[config.mk]
export PLATFORM = sky130hd
export DESIGN_NAME = sos_top
export DESIGN_NICKNAME = d
export VERILOG_FILES = /design/src/rtl/sos_pkg.sv /design/src/rtl/sos_sync.sv /design/src/rtl/sos_top.sv
export VERILOG_INCLUDE_DIRS = /design/src /design/src/rtl
export SDC_FILE = /design/constraint.sdc
export NUM_CORES = 1
export LEC_CHECK = 0
export ABC_AREA = 1
export BUFFER_PORTS_ARGS = -buffer_cell sky130_fd_sc_hd__buf_2
export CAP_MARGIN = 20
export CELL_PAD_IN_SITES_DETAIL_PLACEMENT = 1
export CELL_PAD_IN_SITES_GLOBAL_PLACEMENT = 1
export CORE_MARGIN = 4
export CORE_UTILIZATION = 32
export DETAILED_ROUTE_END_ITERATION = 6
export PLACE_DENSITY_LB_ADDON = 0.1
export SYNTH_ARGS = -nofsm -noshare
export SYNTH_HDL_FRONTEND = slang
export SYNTH_HIERARCHICAL = 1
export SYNTH_SLANG_ARGS = --single-unit
export TNS_END_PERCENT = 20
[constraint.sdc]
create_clock -name CLK_I -period 1.5 [get_ports CLK_I]
set_input_delay 0.15 -clock CLK_I [delete_from_list [all_inputs] [get_ports CLK_I]]
set_output_delay 0.15 -clock CLK_I [all_outputs]
set_load 0.05 [all_outputs]
[src/rtl/sos_defs.svh]
// Offsets, field positions and reset values of the strap override selector
`ifndef SOS_DEFS_SVH
`define SOS_DEFS_SVH
`define SOS_CMD_OVERRIDE 8'hd8
`define SOS_BIT_ALL 15
`define SOS_BIT_SS 11
`define SOS_BIT_FLT 10
`define SOS_BIT_ADDR 9
`define SOS_BIT_MODE 6
`define SOS_BIT_FSW 5
`define SOS_BIT_RAMP 4
`define SOS_BIT_GAIN 3
`define SOS_BIT_OCL 2
`define SOS_BIT_VOLT 0
`define SOS_WR_MASK 16'h8e7d
`define SOS_WORD_RST 16'h0000
`define SOS_NFUNC 9
`endif

[src/rtl/sos_pkg.sv]
// Types shared by the strap override selector
package sos_pkg;
  typedef enum logic [1:0] {
    SOS_WAIT = 2'b00,
    SOS_EVAL = 2'b01,
    SOS_DONE = 2'b10
  } sos_state_e;
  // One flag per function: 1 selects the stored value
  typedef struct packed {
    logic softstart;
    logic fault_reply;
    logic bus_address;
    logic light_load;
    logic switching_rate;
    logic ramp;
    logic gain;
    logic current_limit;
    logic voltage_select;
  } sos_sel_s;
  // Host writes of commands that retire a stored value
  typedef struct packed {
    logic ton_rise;
    logic fault_resp;
    logic bus_addr;
    logic user_sys_cfg;
    logic freq_switch;
    logic comp;
    logic oc_limit;
    logic vout_group;
  } sos_cmdwr_s;
endpackage

[src/rtl/sos_sync.sv]
// Three-stage pin synchroniser; a change counts once stages two and three agree
`timescale 1ns/1ps
`default_nettype none
module sos_sync #(
  parameter int W = 1
) (
  input wire logic clk_i,
  input wire logic rst_i,
  input wire logic [W-1:0] d_i,
  output logic [W-1:0] q_o
);
  logic [W-1:0] s1_q;
  logic [W-1:0] s2_q;
  logic [W-1:0] s3_q;
  logic [W-1:0] q_q;

  always_ff @(posedge clk_i) begin
    if (rst_i) begin
      s1_q <= '0;
      s2_q <= '0;
      s3_q <= '0;
      q_q <= '0;
    end else begin
      s1_q <= d_i;
      s2_q <= s1_q;
      s3_q <= s2_q;
      if (s2_q == s3_q) begin
        q_q <= s3_q;
      end
    end
  end

  assign q_o = q_q;
endmodule
`default_nettype wire

[src/rtl/sos_top.sv]
// Strap override word and per-function strap or stored value selection
`timescale 1ns/1ps
`default_nettype none
`include "sos_defs.svh"
module sos_top (
  input wire logic CLK_I,
  input wire logic RST_I,
  input wire logic CMD_VALID_I,
  input wire logic CMD_WRITE_I,
  input wire logic [7:0] CMD_CODE_I,
  input wire logic [15:0] CMD_WDATA_I,
  input wire logic NVM_VALID_I,
  input wire logic [15:0] NVM_WORD_I,
  input wire logic EXT_DIVIDER_I,
  input wire sos_pkg::sos_cmdwr_s CMD_WR_I,
  output logic [15:0] CMD_RDATA_O,
  output logic CMD_ACK_O,
  output logic [15:0] ACTIVE_WORD_O,
  output var sos_pkg::sos_sel_s USE_STORED_O,
  output logic SELECT_DONE_O
);
  sos_pkg::sos_state_e state_q;
  logic [15:0] word_q;
  logic [15:0] active_q;
  logic [15:0] rdata_q;
  logic ack_q;
  sos_pkg::sos_sel_s sel_q;
  sos_pkg::sos_sel_s sel_d;
  logic done_q;
  logic ext_div_s;
  logic hit;

  // Strap mode pin comes from outside the clock domain
  sos_sync #(.W(1)) u_sync (
    .clk_i(CLK_I),
    .rst_i(RST_I),
    .d_i(EXT_DIVIDER_I),
    .q_o(ext_div_s)
  );

  function automatic logic [15:0] legal(input logic [15:0] w);
    legal = w & `SOS_WR_MASK;
  endfunction

  assign hit = CMD_VALID_I && (CMD_CODE_I == `SOS_CMD_OVERRIDE);

  // Override word: loaded from NVM, then host writable on the fly
  always_ff @(posedge CLK_I) begin
    if (RST_I) begin
      word_q <= `SOS_WORD_RST;
    end else if (hit && CMD_WRITE_I) begin
      word_q <= legal(CMD_WDATA_I);
    end else if (state_q == sos_pkg::SOS_WAIT && NVM_VALID_I) begin
      word_q <= legal(NVM_WORD_I);
    end
  end

  // Read path answers one cycle after the request
  always_ff @(posedge CLK_I) begin
    if (RST_I) begin
      rdata_q <= 16'h0000;
      ack_q <= 1'b0;
    end else begin
      ack_q <= hit;
      if (hit && !CMD_WRITE_I) begin
        rdata_q <= word_q;
      end
    end
  end

  // Evaluation happens once; later host writes wait for store and power cycle
  always_ff @(posedge CLK_I) begin
    if (RST_I) begin
      state_q <= sos_pkg::SOS_WAIT;
    end else begin
      case (state_q)
        sos_pkg::SOS_WAIT: begin
          if (NVM_VALID_I) begin
            state_q <= sos_pkg::SOS_EVAL;
          end
        end
        sos_pkg::SOS_EVAL: state_q <= sos_pkg::SOS_DONE;
        sos_pkg::SOS_DONE: state_q <= sos_pkg::SOS_DONE;
        default: state_q <= sos_pkg::SOS_WAIT;
      endcase
    end
  end

  always_comb begin
    logic all;
    all = active_q[`SOS_BIT_ALL];
    sel_d.softstart = all | active_q[`SOS_BIT_SS];
    sel_d.fault_reply = all | active_q[`SOS_BIT_FLT];
    sel_d.bus_address = all | active_q[`SOS_BIT_ADDR];
    sel_d.light_load = all | active_q[`SOS_BIT_MODE];
    sel_d.switching_rate = all | active_q[`SOS_BIT_FSW];
    sel_d.ramp = all | active_q[`SOS_BIT_RAMP];
    sel_d.gain = all | active_q[`SOS_BIT_GAIN];
    sel_d.current_limit = all | active_q[`SOS_BIT_OCL];
    // External divider makes the voltage strap meaningless
    sel_d.voltage_select = all | active_q[`SOS_BIT_VOLT] | ext_div_s;
  end

  // Snapshot of the restored word, the one evaluated this power-up
  always_ff @(posedge CLK_I) begin
    if (RST_I) begin
      active_q <= `SOS_WORD_RST;
    end else if (state_q == sos_pkg::SOS_WAIT && NVM_VALID_I) begin
      active_q <= legal(NVM_WORD_I);
    end
  end

  // A stored value stays chosen until its command is written; then the written value governs
  always_ff @(posedge CLK_I) begin
    if (RST_I) begin
      sel_q <= '0;
      done_q <= 1'b0;
    end else if (state_q == sos_pkg::SOS_EVAL) begin
      sel_q <= sel_d;
      done_q <= 1'b1;
    end else if (state_q == sos_pkg::SOS_DONE) begin
      if (CMD_WR_I.ton_rise) sel_q.softstart <= 1'b0;
      if (CMD_WR_I.fault_resp) sel_q.fault_reply <= 1'b0;
      if (CMD_WR_I.bus_addr) sel_q.bus_address <= 1'b0;
      if (CMD_WR_I.user_sys_cfg) sel_q.light_load <= 1'b0;
      if (CMD_WR_I.freq_switch) sel_q.switching_rate <= 1'b0;
      if (CMD_WR_I.comp) sel_q.ramp <= 1'b0;
      if (CMD_WR_I.comp) sel_q.gain <= 1'b0;
      if (CMD_WR_I.oc_limit) sel_q.current_limit <= 1'b0;
      if (CMD_WR_I.vout_group) sel_q.voltage_select <= 1'b0;
    end
  end

  assign CMD_RDATA_O = rdata_q;
  assign CMD_ACK_O = ack_q;
  assign ACTIVE_WORD_O = active_q;
  assign USE_STORED_O = sel_q;
  assign SELECT_DONE_O = done_q;
endmodule
`default_nettype wire

==> flow_summary.json <==
{
  "status": "finished clean",
  "first_pass_iters": 4,
  "grt_first_pass_wirelength_um": 9250,
  "ys_top_cells_by_area": "dfxtp_1, nand2_1, a21oi_1",
  "cpMostUsedCell": "nand2_1",
  "dpl_cell_area_um2": 2470,
  "maxCapViolCount": 0,
  "tightest_slew_ns": 0.523,
  "std_cell_rows": 29,
  "relSlewSlack_pct": 65.1,
  "endpoint_kind": "register",
  "clk_latency_ns": 0.29,
  "synth_edf_count": 0,
  "synthArstFlopShare_pct": 0,
  "fin_area_um2": 2590,
  "antenna_found_initial": 0,
  "ir_drop_mv": 0.767,
  "netSwitchingFraction_pct": 40.2,
  "grt_use_total_pct": 14.9,
  "crit_buf_inv": 2,
  "synth.most_common_cell": "nand2_1",
  "dp_cells": 414,
  "cp-start-kind": "register",
  "crit_required_ns": 1.69,
  "numCtsBuffers": 5,
  "syn2layout_area_growth_pct": 23.6,
  "finalWeightedCongestion": 0.714,
  "leakage_nw": 1.24,
  "power_frac_clock_pct": 22.5,
  "ys_warn_count": 6,
  "arrival_ns": 1.57,
  "portBuffers": 72,
  "crit_chain": "inv_1, ha_1, nand2_1, clkinvlp_4, nand2_1, nand2_1, nand2_1, a21oi_1",
  "cts_setup_buffers": 0,
  "use_met1_pct": 19.2,
  "p_sw_mw": 1.49,
  "coreArea_um2": 6350,
  "p_per_area_nw_per_um2": 1430,
  "stdcell_count": 422,
  "critical_path_class": "reg -> reg",
  "comb_power_share_pct": 36.2,
  "worst_setup_hold_path_clk_slew_ns": 0.09,
  "dieHeight_um": 88.9,
  "cts_tree": "yes",
  "cp_max_fo": 10,
  "clock_path_buffers": 2,
  "busiest_layer": "met2",
  "ys_seq_area_share_pct": 44.9,
  "slew_viol_final": 0,
  "critPathTopFamily": "simple AND/OR/NAND/NOR gates",
  "grt_pass1_vias": 2008,
  "drc_errors": 0,
  "initial_core_util_pct": 33.0,
  "detail_route.wl_per_cell_um": 13.2,
  "drive_gt1_share_pct": 27.5,
  "p_int_mw": 2.21,
  "grt_max_degree": 26,
  "antenna_left": 0,
  "fmax_mhz": 724,
  "dieWidth_um": 88.9,
  "htree_levels": 2,
  "clockRootBuffer": "clkbuf_8",
  "ys_ff_latch": 47,
  "p_seq_share_pct": 41.3,
  "cpPeakStageDelay_ns": 0.34,
  "syn_inst": 277,
  "ys_top_cells_by_count": "nand2_1, dfxtp_1, a21oi_1",
  "skew_ns": 0.00599,
  "totalWireLength_um": 5570,
  "ys_types": 23,
  "setup_viol": 0,
  "synth_area_um2": 2090,
  "timing.final.crit_share_pct": 92.1,
  "grt_use_met2_pct": 24.2,
  "vias": 1943,
  "avgSynthCellArea_um2": 7.56,
  "gr-usage-met3_pct": 4.10,
  "ys_dominant_reg_cell": "dfxtp_1",
  "hold_buffers": 0,
  "min_path_type": "in -> reg",
  "synth_top_cell_area_share_pct": 44.9,
  "drt_iter0_drc": 90,
  "dieArea_um2": 7900,
  "final_hold_viol_count": 0,
  "grt_overflow": 0,
  "synth_area_leader_cell": "dfxtp_1",
  "nets": 401,
  "cpMaxStageDelayCell": "dfxtp_1",
  "clock_sinks": 47,
  "via_per_inst": 4.60,
  "period_needed_ns": 1.38,
  "rsz0062_at_grt": "yes",
  "antenna_cells": 0,
  "ios": 97,
  "dpl.hpwl_um": 4140
}
[layout make-up]
class / count / area (µm²)
repair buffers: 79 / 425
flip-flops and latches: 47 / 941
fillers: 816 / 3760
clock buffers: 8 / 100
well taps: 77 / 96.3
multi-input cells: 187 / 931
inverters: 24 / 93.8
[final timing paths]
path | startpoint | to | slack, ns | cells past startpoint
max | state_q[0] | word_q[0] | 0.12 | 8
min reg2reg | u_sync/s1_q | u_sync/s2_q | 0.41 | 2
min | EXT_DIVIDER_I | u_sync/s1_q | 0.07 | 3
max reg2reg | state_q[0] | word_q[0] | 0.12 | 8
[per-stage QoR]
stage	setup WS, ns	hold slack (ns)	total power, mW	TNS (ns)	util, %
global placement	0.0855	0.362	2.85	0	38.9
finish	0.119	0.0661	3.70	0	40.7
floorplan	0.162	0.221	2.56	0	-
CTS	0.0498	0.0629	3.72	0	40.5
detailed placement	0.0717	0.373	2.87	0	38.9
global route	-0.0350	0.0716	3.96	-0.143	40.7
[state kept, by name, indices dropped and copies added (netlist names)]
name           flops
u_sync/s1_q        1
ACTIVE_WORD_O     10
CMD_RDATA_O       10
USE_STORED_O       9
u_sync/s3_q        1
word_q            10
u_sync/s2_q        1
u_sync/q_o         1
CMD_ACK_O          1
state_q            2
SELECT_DONE_O      1
[power by group through the flow]
stage,Sequential (mW),Combinational (mW),Clock [mW]
final,1.53,1.34,0.833
after global routing,1.55,1.49,0.918
after CTS,1.53,1.32,0.871
after detailed placement,1.56,1.31,0
after global placement,1.56,1.29,0
after floorplan,1.90,0.665,0
[cell usage in the layout (no fill, tap or decap)]
cell type	Yosys	final
a211oi_2	0	2
conb_1	1	12
clkbuf_1	8	1
nor3_1	6	6
inv_1	23	23
clkbuf_8	0	7
nand4_1	21	21
buf_12	0	1
nor4_1	1	1
nor2_1	9	9
buf_2	6	72
o21ai_0	5	5
nand2_4	0	1
nand3_2	2	2
o21bai_1	1	1
a211oi_1	7	5
dfxtp_1	47	47
nand2_1	71	71
a21oi_1	35	35
nor2_4	2	2
clkinvlp_4	0	1
nor2_2	1	1
buf_4	14	6
ha_1	3	3
nand3_1	10	10
[metal layers]
metal  vias to the layer above  wire length [µm]
li1                       1021                 -
met1                       873              2500
met2                        44              2650
met3                         5               357
met4                         0                53
met5                         -                 0
[worst min-delay path, cell delays in order]
cell	delay (ns)
buf_2	0.07
inv_1	0.03
nor2_1	0.07
[logic make-up (layout without fill, tap and decap cells)]
group / Yosys count / in the layout / share of synthesized area (%)
simple gates: 124 / 124 / 27.4
flops: 47 / 47 / 44.9
buf+inv: 54 / 111 / 13.3
fa+ha+maj: 3 / 3 / 1.79
compound gates: 48 / 48 / 12.4
other cells: 1 / 12 / 0.179
[repair_timing]
action                     in CTS  in global routing
setup endpoints to repair       0                 15
hold endpoints to repair        0                  0
gates resized for setup         0                  4
Power figures use the tool's default switching activity.
